===== src/hdl/rdc_pkg.sv =====
`default_nettype none
package rdc_pkg;
   // Word index of each register; the byte address is four times the index
   localparam logic [11:0] RDC_CTRL_IDX    = 12'hf2e;
   localparam logic [11:0] RDC_LEVEL_IDX   = 12'hf2f;
   localparam logic [13:0] RDC_CTRL_ADDR   = {RDC_CTRL_IDX, 2'b00};
   localparam logic [13:0] RDC_LEVEL_ADDR  = {RDC_LEVEL_IDX, 2'b00};
   localparam int          RDC_ADDR_W      = 14;
   // Control register field positions
   localparam int          RDC_EN_BIT      = 7;
   localparam int          RDC_OEA_BIT     = 5;
   localparam int          RDC_OEB_BIT     = 4;
   localparam int          RDC_PSS_HI      = 3;
   localparam int          RDC_PSS_LO      = 2;
   localparam int          RDC_NSS_BIT     = 0;
   localparam int          RDC_LEVEL_W     = 5;
   localparam logic [7:0]  RDC_CTRL_MASK   = 8'hbd;
   localparam logic [7:0]  RDC_LEVEL_MASK  = 8'h1f;
   localparam logic [7:0]  RDC_CTRL_RST    = 8'h00;
   localparam logic [4:0]  RDC_LEVEL_RST   = 5'h00;
   // Positive source encodings
   localparam logic [1:0]  RDC_PSS_AVDD    = 2'h0;
   localparam logic [1:0]  RDC_PSS_VREFP   = 2'h1;
   localparam logic [1:0]  RDC_PSS_FIXED   = 2'h2;
   localparam logic [1:0]  RDC_PSS_RSVD    = 2'h3;
   // Count loaded into wait_cnt on a read; the read waits one cycle more than this
   localparam logic [1:0]  RDC_RD_WAIT     = 2'h1;
   typedef enum logic [1:0] {
      RDC_ST_IDLE = 2'b01,
      RDC_ST_WAIT = 2'b10
   } rdc_bus_e;
endpackage : rdc_pkg
`default_nettype wire


===== src/hdl/rdc_pin_mux.sv =====
`default_nettype none
module rdc_pin_mux
   import rdc_pkg::*;
(
   input  wire logic i_analog_sel,
   input  wire logic i_dig_out,
   input  wire logic i_dig_oe,
   input  wire logic i_pullup_en,
   input  wire logic i_pad_in,
   output logic      o_pad_out,
   output logic      o_pad_oe,
   output logic      o_pullup_on,
   output logic      o_input_buf_en,
   output logic      o_dig_in,
   output logic      o_analog_connect
);
   // Analog takeover removes every digital function of the pin
   assign o_analog_connect = i_analog_sel;
   assign o_pad_oe         = i_dig_oe & ~i_analog_sel;
   assign o_pad_out        = i_dig_out & ~i_analog_sel;
   assign o_pullup_on      = i_pullup_en & ~i_analog_sel;
   assign o_input_buf_en   = ~i_analog_sel;
   // Reads as zero so a floating analog level cannot leak into software
   assign o_dig_in         = i_pad_in & ~i_analog_sel;
endmodule : rdc_pin_mux
`default_nettype wire


===== src/hdl/rdc_top.sv =====
`default_nettype none
module rdc_top
   import rdc_pkg::*;
#(
   parameter int LEVEL_W = RDC_LEVEL_W
)
(
   input  wire logic                  i_sys_clk,
   input  wire logic                  i_sys_rst,
   input  wire logic [RDC_ADDR_W-1:0] i_avs_address,
   input  wire logic                  i_avs_read,
   input  wire logic                  i_avs_write,
   input  wire logic [31:0]           i_avs_writedata,
   input  wire logic [3:0]            i_avs_byteenable,
   output logic      [31:0]           o_avs_readdata,
   output logic      [1:0]            o_avs_response,
   output logic                       o_avs_waitrequest,
   input  wire logic                  i_wake_event,
   input  wire logic [1:0]            i_pin_dig_out,
   input  wire logic [1:0]            i_pin_dig_oe,
   input  wire logic [1:0]            i_pin_pullup_en,
   input  wire logic [1:0]            i_pin_pad_in,
   output logic      [1:0]            o_pin_pad_out,
   output logic      [1:0]            o_pin_pad_oe,
   output logic      [1:0]            o_pin_pullup_on,
   output logic      [1:0]            o_pin_input_buf_en,
   output logic      [1:0]            o_pin_dig_in,
   output logic                       o_ladder_enable,
   output logic      [LEVEL_W-1:0]    o_level_code,
   output logic      [1:0]            o_positive_source_select,
   output logic                       o_positive_source_reserved,
   output logic                       o_negative_source_select,
   output logic      [LEVEL_W:0]      o_ladder_step,
   output logic                       o_route_comparator,
   output logic                       o_route_converter,
   output logic                       o_analog_out_pin_a,
   output logic                       o_analog_out_pin_b
);
   typedef struct packed {
      rdc_bus_e           bus;
      logic [1:0]         wait_cnt;
      logic [7:0]         ctrl;
      logic [LEVEL_W-1:0] level;
      logic [31:0]        rdata;
      logic [1:0]         resp;
   } rdc_state_s;

   rdc_state_s state_reg;
   rdc_state_s state_next;

   function automatic logic hit_ctrl(input logic [RDC_ADDR_W-1:0] a);
      hit_ctrl = (a == RDC_CTRL_ADDR);
   endfunction : hit_ctrl

   function automatic logic hit_level(input logic [RDC_ADDR_W-1:0] a);
      hit_level = (a == RDC_LEVEL_ADDR);
   endfunction : hit_level

   logic       wr_ok;
   logic [7:0] level_rd;

   assign level_rd = 8'(state_reg.level) & RDC_LEVEL_MASK;
   // Writes finish without wait; only reads take two wait cycles to build data
   assign wr_ok    = i_avs_write & (state_reg.bus == RDC_ST_IDLE);

   always_comb begin
      state_next = state_reg;
      unique case (state_reg.bus)
         RDC_ST_IDLE: begin
            if (i_avs_write && i_avs_byteenable[0]) begin
               if (hit_ctrl(i_avs_address)) begin
                  state_next.ctrl = i_avs_writedata[7:0] & RDC_CTRL_MASK;
               end else if (hit_level(i_avs_address)) begin
                  state_next.level = i_avs_writedata[LEVEL_W-1:0];
               end
            end
            if (i_avs_write) begin
               state_next.resp = (hit_ctrl(i_avs_address) || hit_level(i_avs_address))
                                 ? 2'h0 : 2'h2;
            end
            if (i_avs_read) begin
               state_next.bus      = RDC_ST_WAIT;
               state_next.wait_cnt = RDC_RD_WAIT;
               state_next.resp     = 2'h0;
               if (hit_ctrl(i_avs_address)) begin
                  state_next.rdata = {24'h000000, state_reg.ctrl & RDC_CTRL_MASK};
               end else if (hit_level(i_avs_address)) begin
                  state_next.rdata = {24'h000000, level_rd};
               end else begin
                  state_next.rdata = 32'h00000000;
                  state_next.resp  = 2'h2;
               end
            end
         end
         RDC_ST_WAIT: begin
            if (state_reg.wait_cnt != 2'h0) begin
               state_next.wait_cnt = state_reg.wait_cnt - 2'h1;
            end else begin
               state_next.bus = RDC_ST_IDLE;
            end
         end
      endcase
      // Wake events touch nothing; the register simply keeps its value
      if (i_wake_event) begin
         state_next.ctrl = state_next.ctrl;
      end
      if (i_sys_rst) begin
         state_next.bus      = RDC_ST_IDLE;
         state_next.wait_cnt = 2'h0;
         state_next.ctrl     = RDC_CTRL_RST;
         state_next.level    = RDC_LEVEL_RST;
         state_next.rdata    = 32'h00000000;
         state_next.resp     = 2'h0;
      end
   end

   always_ff @(posedge i_sys_clk) begin
      state_reg <= state_next;
   end

   // Read waits until the read data register is loaded and aged
   assign o_avs_waitrequest = i_avs_read &
                              !(state_reg.bus == RDC_ST_WAIT && state_reg.wait_cnt == 2'h0);
   assign o_avs_readdata    = state_reg.rdata;
   assign o_avs_response    = state_reg.resp;

   assign o_ladder_enable            = state_reg.ctrl[RDC_EN_BIT];
   assign o_level_code               = state_reg.level;
   assign o_positive_source_select   = state_reg.ctrl[RDC_PSS_HI:RDC_PSS_LO];
   assign o_positive_source_reserved = (o_positive_source_select == RDC_PSS_RSVD);
   assign o_negative_source_select   = state_reg.ctrl[RDC_NSS_BIT];
   // Ladder tap: fraction level/2^5 of the span above the negative source
   assign o_ladder_step      = o_ladder_enable ? {1'b0, state_reg.level} : '0;
   assign o_route_comparator = o_ladder_enable;
   assign o_route_converter  = o_ladder_enable;

   logic [1:0] pin_sel;
   logic [1:0] pin_conn;
   assign pin_sel = {state_reg.ctrl[RDC_OEB_BIT], state_reg.ctrl[RDC_OEA_BIT]};

   genvar g;
   generate
      for (g = 0; g < 2; g++) begin : g_pin
         rdc_pin_mux u_mux (
            .i_analog_sel     (pin_sel[g]),
            .i_dig_out        (i_pin_dig_out[g]),
            .i_dig_oe         (i_pin_dig_oe[g]),
            .i_pullup_en      (i_pin_pullup_en[g]),
            .i_pad_in         (i_pin_pad_in[g]),
            .o_pad_out        (o_pin_pad_out[g]),
            .o_pad_oe         (o_pin_pad_oe[g]),
            .o_pullup_on      (o_pin_pullup_on[g]),
            .o_input_buf_en   (o_pin_input_buf_en[g]),
            .o_dig_in         (o_pin_dig_in[g]),
            .o_analog_connect (pin_conn[g])
         );
      end
   endgenerate

   assign o_analog_out_pin_a = pin_conn[0];
   assign o_analog_out_pin_b = pin_conn[1];

   // Assertions
   a_enable_follows: assert property (@(posedge i_sys_clk) disable iff (i_sys_rst)
      !(wr_ok && i_avs_byteenable[0] && hit_ctrl(i_avs_address))
      |=> $stable(o_ladder_enable))
      else $error("enable changed without write");
   a_ctrl_write: assert property (@(posedge i_sys_clk) disable iff (i_sys_rst)
      (wr_ok && i_avs_byteenable[0] && i_avs_address == 14'h3cb8)
      |=> o_ladder_enable == $past(i_avs_writedata[7])) else $error("ctrl write lost");
   a_level_write: assert property (@(posedge i_sys_clk) disable iff (i_sys_rst)
      (wr_ok && i_avs_byteenable[0] && i_avs_address == 14'h3cbc)
      |=> o_level_code == $past(i_avs_writedata[4:0])) else $error("level write lost");
   a_step_value: assert property (@(posedge i_sys_clk) disable iff (i_sys_rst)
      o_ladder_step == (o_ladder_enable ? {1'b0, o_level_code} : 6'h00))
      else $error("ladder step wrong");
   a_pin_analog: assert property (@(posedge i_sys_clk) disable iff (i_sys_rst)
      o_analog_out_pin_a |-> !o_pin_pad_oe[0] && !o_pin_pullup_on[0] && !o_pin_input_buf_en[0])
      else $error("pin a digital active");
   a_pin_read_zero: assert property (@(posedge i_sys_clk) disable iff (i_sys_rst)
      o_analog_out_pin_b |-> o_pin_dig_in[1] == 1'b0) else $error("pin b read not zero");
   a_wake_keep: assert property (@(posedge i_sys_clk) disable iff (i_sys_rst)
      (i_wake_event && !i_avs_write) |=> $stable(state_reg.ctrl)) else $error("wake changed ctrl");
   a_reset_clear: assert property (@(posedge i_sys_clk)
      i_sys_rst |=> !o_ladder_enable && !o_analog_out_pin_a && !o_analog_out_pin_b
                    && o_level_code == 5'h00) else $error("reset left state");
   a_unimpl_zero: assert property (@(posedge i_sys_clk) disable iff (i_sys_rst)
      state_reg.ctrl[6] == 1'b0 && state_reg.ctrl[1] == 1'b0) else $error("unimpl bit set");
   a_read_answer: assert property (@(posedge i_sys_clk) disable iff (i_sys_rst)
      (i_avs_read && state_reg.bus == RDC_ST_IDLE) |-> o_avs_waitrequest ##1 o_avs_waitrequest
      ##1 !o_avs_waitrequest) else $error("read latency wrong");

   // Control and level registers change only through their own writes
   a_ctrl_hold: assert property (@(posedge i_sys_clk) disable iff (i_sys_rst)
      !(wr_ok && i_avs_byteenable[0] && hit_ctrl(i_avs_address))
      |=> $stable(state_reg.ctrl))
      else $error("control changed without write");

   a_level_hold: assert property (@(posedge i_sys_clk) disable iff (i_sys_rst)
      !(wr_ok && i_avs_byteenable[0] && hit_level(i_avs_address))
      |=> $stable(o_level_code))
      else $error("level changed without write");

   a_ctrl_no_lane: assert property (@(posedge i_sys_clk) disable iff (i_sys_rst)
      (i_avs_write && !i_avs_byteenable[0])
      |=> $stable(state_reg.ctrl) && $stable(state_reg.level))
      else $error("write without lane stored");

   a_unmapped_write: assert property (@(posedge i_sys_clk) disable iff (i_sys_rst)
      (wr_ok && !hit_ctrl(i_avs_address) && !hit_level(i_avs_address))
      |=> $stable(state_reg.ctrl) && $stable(state_reg.level) && o_avs_response == 2'h2)
      else $error("unmapped write stored");

   a_pss_write: assert property (@(posedge i_sys_clk) disable iff (i_sys_rst)
      (wr_ok && i_avs_byteenable[0] && hit_ctrl(i_avs_address))
      |=> o_positive_source_select == $past(i_avs_writedata[RDC_PSS_HI:RDC_PSS_LO]))
      else $error("positive source write lost");

   a_pss_reserved: assert property (@(posedge i_sys_clk) disable iff (i_sys_rst)
      o_positive_source_reserved == (o_positive_source_select == RDC_PSS_RSVD))
      else $error("reserved flag wrong");

   a_nss_write: assert property (@(posedge i_sys_clk) disable iff (i_sys_rst)
      (wr_ok && i_avs_byteenable[0] && hit_ctrl(i_avs_address))
      |=> o_negative_source_select == $past(i_avs_writedata[RDC_NSS_BIT]))
      else $error("negative source write lost");

   a_pin_a_connect: assert property (@(posedge i_sys_clk) disable iff (i_sys_rst)
      (wr_ok && i_avs_byteenable[0] && hit_ctrl(i_avs_address))
      |=> o_analog_out_pin_a == $past(i_avs_writedata[RDC_OEA_BIT]))
      else $error("pin a connect lost");

   a_pin_b_connect: assert property (@(posedge i_sys_clk) disable iff (i_sys_rst)
      (wr_ok && i_avs_byteenable[0] && hit_ctrl(i_avs_address))
      |=> o_analog_out_pin_b == $past(i_avs_writedata[RDC_OEB_BIT]))
      else $error("pin b connect lost");

   a_step_range: assert property (@(posedge i_sys_clk) disable iff (i_sys_rst)
      o_ladder_step[LEVEL_W] == 1'b0)
      else $error("ladder step above top level");

   a_step_off: assert property (@(posedge i_sys_clk) disable iff (i_sys_rst)
      !o_ladder_enable |-> o_ladder_step == '0 && !o_route_comparator)
      else $error("ladder active while off");

   a_route_follow: assert property (@(posedge i_sys_clk) disable iff (i_sys_rst)
      o_route_comparator == o_ladder_enable && o_route_converter == o_ladder_enable)
      else $error("route differs from enable");

   a_wake_level: assert property (@(posedge i_sys_clk) disable iff (i_sys_rst)
      (i_wake_event && !i_avs_write) |=> $stable(o_level_code))
      else $error("wake changed level");

   a_reset_ctrl: assert property (@(posedge i_sys_clk)
      i_sys_rst |=> state_reg.ctrl == RDC_CTRL_RST && o_ladder_step == '0
                    && state_reg.bus == RDC_ST_IDLE && o_avs_response == 2'h0)
      else $error("reset left control set");

   // Pin takeover: a selected pin loses its digital functions; an unselected pin passes the port logic straight through
   a_pin_b_analog: assert property (@(posedge i_sys_clk) disable iff (i_sys_rst)
      o_analog_out_pin_b
      |-> !o_pin_pad_oe[1] && !o_pin_pullup_on[1] && !o_pin_input_buf_en[1]
          && !o_pin_pad_out[1])
      else $error("pin b digital active");

   a_pin_a_zero: assert property (@(posedge i_sys_clk) disable iff (i_sys_rst)
      o_analog_out_pin_a
      |-> o_pin_dig_in[0] == 1'b0 && o_pin_pad_out[0] == 1'b0)
      else $error("pin a read not zero");

   a_pin_a_digital: assert property (@(posedge i_sys_clk) disable iff (i_sys_rst)
      !o_analog_out_pin_a
      |-> o_pin_pad_oe[0] == i_pin_dig_oe[0] && o_pin_pad_out[0] == i_pin_dig_out[0]
          && o_pin_pullup_on[0] == i_pin_pullup_en[0] && o_pin_input_buf_en[0]
          && o_pin_dig_in[0] == i_pin_pad_in[0])
      else $error("pin a digital path blocked");

   a_pin_b_digital: assert property (@(posedge i_sys_clk) disable iff (i_sys_rst)
      !o_analog_out_pin_b
      |-> o_pin_pad_oe[1] == i_pin_dig_oe[1] && o_pin_pad_out[1] == i_pin_dig_out[1]
          && o_pin_pullup_on[1] == i_pin_pullup_en[1] && o_pin_input_buf_en[1]
          && o_pin_dig_in[1] == i_pin_pad_in[1])
      else $error("pin b digital path blocked");

   // Bus side: data and response stand until the next access
   a_read_ctrl: assert property (@(posedge i_sys_clk) disable iff (i_sys_rst)
      (i_avs_read && state_reg.bus == RDC_ST_IDLE && hit_ctrl(i_avs_address))
      |=> o_avs_readdata[31:8] == 24'h000000 && o_avs_readdata[6] == 1'b0
          && o_avs_readdata[1] == 1'b0 && o_avs_readdata[7] == $past(o_ladder_enable))
      else $error("control read data wrong");

   a_read_level: assert property (@(posedge i_sys_clk) disable iff (i_sys_rst)
      (i_avs_read && state_reg.bus == RDC_ST_IDLE && hit_level(i_avs_address))
      |=> o_avs_readdata[31:LEVEL_W] == '0 && o_avs_response == 2'h0
          && o_avs_readdata[LEVEL_W-1:0] == $past(o_level_code))
      else $error("level read data wrong");

   a_read_unmapped: assert property (@(posedge i_sys_clk) disable iff (i_sys_rst)
      (i_avs_read && state_reg.bus == RDC_ST_IDLE
       && !hit_ctrl(i_avs_address) && !hit_level(i_avs_address))
      |=> o_avs_readdata == 32'h00000000 && o_avs_response == 2'h2)
      else $error("unmapped read not refused");

   a_read_hold: assert property (@(posedge i_sys_clk) disable iff (i_sys_rst)
      !(i_avs_read && state_reg.bus == RDC_ST_IDLE)
      |=> $stable(o_avs_readdata))
      else $error("read data moved between reads");

   a_resp_hold: assert property (@(posedge i_sys_clk) disable iff (i_sys_rst)
      !((i_avs_read || i_avs_write) && state_reg.bus == RDC_ST_IDLE)
      |=> $stable(o_avs_response))
      else $error("response moved between accesses");

   a_no_read_wait: assert property (@(posedge i_sys_clk) disable iff (i_sys_rst)
      !i_avs_read |-> !o_avs_waitrequest)
      else $error("wait raised without read");

   a_bus_onehot: assert property (@(posedge i_sys_clk) disable iff (i_sys_rst)
      $onehot(state_reg.bus))
      else $error("bus state not one-hot");

   a_wait_idle: assert property (@(posedge i_sys_clk) disable iff (i_sys_rst)
      state_reg.bus == RDC_ST_IDLE |-> state_reg.wait_cnt == 2'h0)
      else $error("wait count left over");

   c_enable_on: cover property (@(posedge i_sys_clk) $rose(o_ladder_enable));
   c_both_pins: cover property (@(posedge i_sys_clk) o_analog_out_pin_a && o_analog_out_pin_b);
   c_full_level: cover property (@(posedge i_sys_clk) o_ladder_step == 6'h1f);
   c_reserved: cover property (@(posedge i_sys_clk) o_positive_source_reserved);
   c_unmapped: cover property (@(posedge i_sys_clk) o_avs_response == 2'h2);
endmodule : rdc_top
`default_nettype wire


===== config.mk =====
export PLATFORM = sky130hd
export DESIGN_NAME = rdc_top
export DESIGN_NICKNAME = d
export VERILOG_FILES = /design/src/hdl/rdc_pkg.sv /design/src/hdl/rdc_pin_mux.sv /design/src/hdl/rdc_top.sv
export SDC_FILE = /design/constraint.sdc
export NUM_CORES = 1
export LEC_CHECK = 0
export ABC_AREA = 1
export CAP_MARGIN = 20
export CORE_MARGIN = 2
export CORE_UTILIZATION = 40
export DETAILED_ROUTE_END_ITERATION = 8
export DONT_BUFFER_PORTS = 1
export HOLD_SLACK_MARGIN = 0.12
export SLEW_MARGIN = 30
export SYNTH_ARGS = -nofsm -noshare
export SYNTH_HDL_FRONTEND = slang
export SYNTH_SLANG_ARGS = --single-unit

===== constraint.sdc =====
create_clock -name i_sys_clk -period 1.3 [get_ports i_sys_clk]
set_clock_uncertainty 0.05 [all_clocks]
set_input_delay 0.13 -clock i_sys_clk [delete_from_list [all_inputs] [get_ports i_sys_clk]]
set_output_delay 0.13 -clock i_sys_clk [all_outputs]
set_load 0.02 [all_outputs]

# Yosys cells after proc, flatten, opt, wreduce, memory -nomap -nowiden
# Index checks and enable logic that the tools add are counted.
totals:
  in_bits: 63
  regBits: 25
  output_inout_bits: 65
classes:
  reduce_logical: 13
  n_bitwise: 12
  eq_ne: 8
  n_addsub: 1
  mux: 12
op_table:
  columns: ["op", "n"]
  rows:
  - ["14-bit == test, second input constant", 2]
  - ["2-bit two-way mux", 7]
  - ["5-bit two-way mux", 2]
  - ["1-bit bitwise AND", 9]
  - ["8-bit two-way mux", 1]
  - ["4-bit one-hot mux with 2 select lines", 1]
  - ["2-bit AND reduction", 4]
  - ["2-bit inequality test, second input constant", 3]
  - ["2-bit == test, second input constant", 2]
  - ["4-bit two-way mux", 1]
  - ["4-bit AND reduction", 1]
  - ["2-bit nonzero test", 2]
  - ["1-bit NOT", 3]
  - ["3-bit AND reduction", 1]
  - ["2-bit by 1-bit == test with 1-bit output, second input constant", 1]
  - ["1-bit logical AND", 2]
  - ["2-bit logical NOT", 1]
  - ["2-bit by 1-bit subtractor with 2-bit output, second input constant", 1]
  - ["1-bit logical NOT", 1]
  - ["1-bit logical OR", 1]

# Depth between registers and ports, before layout
depth:
  depth_word: 5
  mapped_depth: 10
  depth_no_buf: 9

# Modules after synthesis
# Synthesis repeated with hierarchy kept, for this count alone.
unflattened:
  cells_unflattened: 245
  area_unflattened_um2: 1667.8
modules_own_cells:
  columns: ["module", "cells_per_inst", "seq_area_each_um2", "area_each_um2", "instances"]
  rows:
  - ["rdc_top", 225, 460.4, 1585.3, 1]
  - ["rdc_pin_mux", 10, 0.0, 41.3, 2]

# Worst setup path after synthesis
# No wires, ideal clock.
synth_path:
  kind: "register to register"
  startpoint: "reg state_reg[50] (netlist name)"
  endpoint: "reg state_reg, in the netlist o_ladder_enable"
  period_less_slack_ns: 1.230
  stages_incl_launch_ff: 8
  setup_slack_ns: 0.070
  t_required_ns: 1.137
  path_buffers: 1
  t_arrival_ns: 1.068
  path_cell_list: "dfxtp_1 -> inv_2 -> nand2_2 -> nor3b_4 -> nand2_2 -> buf_6 -> nor2_1 -> nor2_1"
synth_between:
  elab_chain_cells: 2
synth_lines:
  columns: ["item", "line", "source"]
  rows:
  - ["from (decl)", "rdc_top.sv:48", "rdc_state_s state_reg;"]
  - ["from (signal assigned)", "rdc_top.sv:118", "state_reg <= state_next;"]
  - ["2-bit by 1-bit == test with 1-bit output", "rdc_top.sv:68", "unique case (state_reg.bus)"]
  - ["3-bit AND reduction (no line)", null, null]
# Every way passes these cells.
# A chain may end at the register's enable or synchronous reset.

# Worst setup path in the final report
layout_path:
  startpoint: "reg state_reg[50] (netlist name)"
  endpoint: "reg state_reg, in the netlist o_level_code[1]"
layout_between:
  elab_chain_cells: 2
layout_lines:
  columns: ["item", "line"]
  rows:
  - ["2-bit by 1-bit == test with 1-bit output", "rdc_top.sv:68"]
  - ["4-bit AND reduction (no line)", null]
# Every way passes these cells.

==> flow_metrics.tcl <==
set metrics [dict create \
    groute.usage.overall_pct 13.4 \
    yosys_warnings 0 \
    crit_path_end "o_level_code[1]$_SDFFE_PP0P_" \
    insertion_delay_ps 270 \
    rows 23 \
    cts_buffer_depth 2 \
    die_y_um 69.9 \
    initial_core_util_pct 42.6 \
    reg2reg_to "o_level_code[1]$_SDFFE_PP0P_" \
    max_freq_mhz 793 \
    grt_antenna_before_repair 0 \
    synth_flop_cell "dfxtp_1" \
    final_common_cell "inv_1" \
    grt-ovfl-total 0 \
    ir_drop_uv 518 \
    synth_cell_types 21 \
    cts_buffers 3 \
    place_ws_ps 31.6 \
    grt_pass1_vias 1187 \
    drv_slew 0 \
    intPower_mw 1.05 \
    switching_share_pct 31.8 \
    maxCapViolations 0 \
    fin_crit_sh_pct 97.0 \
    cts_tree "built" \
    instances_no_fill 322 \
    drc 0 \
    reg2reg_from "state_reg[50]$_SDFFE_PP0P_" \
    finalSetupViolCount 0 \
    dp.cells 305 \
    cts_max_level 1 \
    fin_ws_ps 39.2 \
    fin_area_um2 1810 \
    worst_path_max_delay_cell "dfxtp_2" \
    first_pass_iters 4 \
    avgSynthCellArea_um2 6.42 \
    placed_area_um2 1580 \
    power_frac_comb_pct 20.0 \
    num_vias 1372 \
    seq_area_frac_synth_pct 26.5 \
    final_cell_mix "54 x inv_1, 47 x nand2_1, 35 x nor2_1, 27 x conb_1, 17 x dfxtp_1" \
    cts_root_buffer "clkbuf_8" \
    rsz0062_at_grt "true" \
    routed_wl_mm 3.55 \
    seqPwrFrac_pct 50.7 \
    gp_congestion 0.801 \
    status "completed" \
    arrival_ps 1420 \
    critical_path_class "reg2reg" \
    cp.required_ps 1460 \
    port-buffer-count 0 \
    post_drt_wl_per_cell_um 11.0 \
    hpwl_mm 2.69 \
    final_antenna_net_count 0 \
    p_leak_nw 0.989 \
    grt_pass1_wl_mm 5.37 \
    cpPeakStageDelay_ps 320 \
    period_minus_slack_ps 1260 \
    grt_max_degree 16 \
    cp_cell_sequence "inv_2, nand2_4, nor3b_4, buf_6, nand3_4, nand2_1, inv_1, nor2_1" \
    holdWs_ps 182 \
    p_per_area_nw_per_um2 848 \
    critPathLaunch "state_reg[50]$_SDFFE_PP0P_" \
    dr.first_iter.drc_count 57 \
    clk_pin_slew_ps 90 \
    critPathLaunchType "flip-flop" \
    cts.sinks 23 \
    synth_edf_count 0 \
    ff2ff_path_depth 8 \
    design.core.area_um2 4090 \
    hp-class "in2reg" \
    fin_nets 337 \
    final_hold_viol_count 0 \
    fin_util_pct 44.2 \
    end_kind "flip-flop" \
    dieWidth_um 69.9 \
    syn-cell-area_um2 1740 \
    die-area_um2 4890 \
    syn_inst 271 \
    avgViaCountPerCell 4.26 \
    synth-seq-cells 23 \
    ys_async_sr_fraction_pct 0 \
    path_max_fanout 6 \
    ioPinCount 128 \
    layout-drive-gt1-share_pct 17.6 \
    rrSetupSlack_ps 40 \
    synthToLayoutAreaGrowth_pct 3.81 \
    largest_reg_flops 7 \
    power.net_switching_mw 0.486 \
    diodes 0 \
    clkPwrFrac_pct 29.4 \
]
[Yosys cell counts, types with 2 or more instances]
library cell | n | area (um2)
dfxtp_1 | 23 | 460
o21ai_0 | 9 | 45.0
nand4_1 | 10 | 62.6
buf_6 | 2 | 22.5
a21oi_1 | 11 | 55.1
inv_1 | 55 | 206
nand2_1 | 49 | 184
nor2_1 | 36 | 135
nand2_2 | 4 | 25.0
nor2_4 | 2 | 22.5
nor2_2 | 3 | 18.8
buf_4 | 54 | 405
nand3_1 | 5 | 25.0
[power groups by stage]
stage / Combinational (mW) / Sequential (mW) / Clock, mW
after floorplan: 0.342 / 0.761 / 0
after global placement: 0.244 / 0.791 / 0
after detailed placement: 0.247 / 0.791 / 0
after CTS: 0.275 / 0.774 / 0.465
after global routing: 0.339 / 0.781 / 0.506
final: 0.306 / 0.776 / 0.450
[through the flow]
| step | total power [mW] | TNS, ps |
|---|---|---|
| detailed placement | 1.04 | 0 |
| global route | 1.63 | -427 |
| CTS | 1.51 | 0 |
| global placement | 1.03 | 0 |
| floorplan | 1.10 | 0 |
| finish | 1.53 | 0 |
[layout make-up]
| class | count | area [um2] |
|---|---|---|
| Timing Repair Buffer | 28 | 240 |
| Sequential cell | 23 | 468 |
| Inverter | 56 | 210 |
| Tap cell | 50 | 62.6 |
| Fill cell | 463 | 2280 |
| Clock inverter | 1 | 5.00 |
| Clock buffer | 3 | 41.3 |
| Multi-Input combinational cell | 161 | 778 |
[cell families after synthesis]
| kind of cell | Yosys count | synth area share (%) |
|---|---|---|
| other | 1 | 0.216 |
| DFF | 23 | 26.5 |
| AOI/OAI and AO/OA | 20 | 5.76 |
| and+or+nand+nor | 113 | 29.9 |
| buffers and inverters | 113 | 37.0 |
| adders and majority gates | 1 | 0.719 |
[critical path, delay by kind of cell (launching register included)]
family	cells	cell delay (ps)
flops	1	320
simple gates	5	560
buf+inv	3	260
[how the worst min path moves through the flow]
stage | start | end | slack (ps) | depth (start not counted)
2_1_floorplan | i_sys_rst | o_avs_readdata[1]$_SDFFE_PP0P_ | 150 | 1
3_3_place_gp | i_sys_rst | o_avs_response[1]$_SDFFE_PP0P_ | 150 | 1
3_5_place_dp | i_sys_rst | o_avs_response[1]$_SDFFE_PP0P_ | 150 | 1
4_1_cts | i_avs_read | state_reg[50]$_SDFFE_PP0P_ | 120 | 2
5_1_grt | i_sys_rst | o_ladder_enable$_SDFFE_PP0P_ | 200 | 3
6_report | i_avs_address[12] | o_avs_readdata[4]$_SDFFE_PP0P_ | 180 | 4
[timing repair]
item | CTS | global route
hold buffers | 9 | 1
gates resized for setup | 4 | 16
setup endpoints to repair | 6 | 24
pin swaps | 0 | 6
hold endpoints to repair | 16 | 3
cloned | 0 | 1
setup buffers | 0 | 2
[layer usage]
metal | up-vias | GRT usage, % | part of all wire [%]
met5 | - | 0 | 0
met4 | 0 | 2.56 | 0.84
met2 | 55 | 21.4 | 47
met1 | 588 | 17.1 | 44
li1 | 725 | - | -
met3 | 4 | 5.48 | 8.5
No activity file was read; power rests on OpenSTA's default activity.
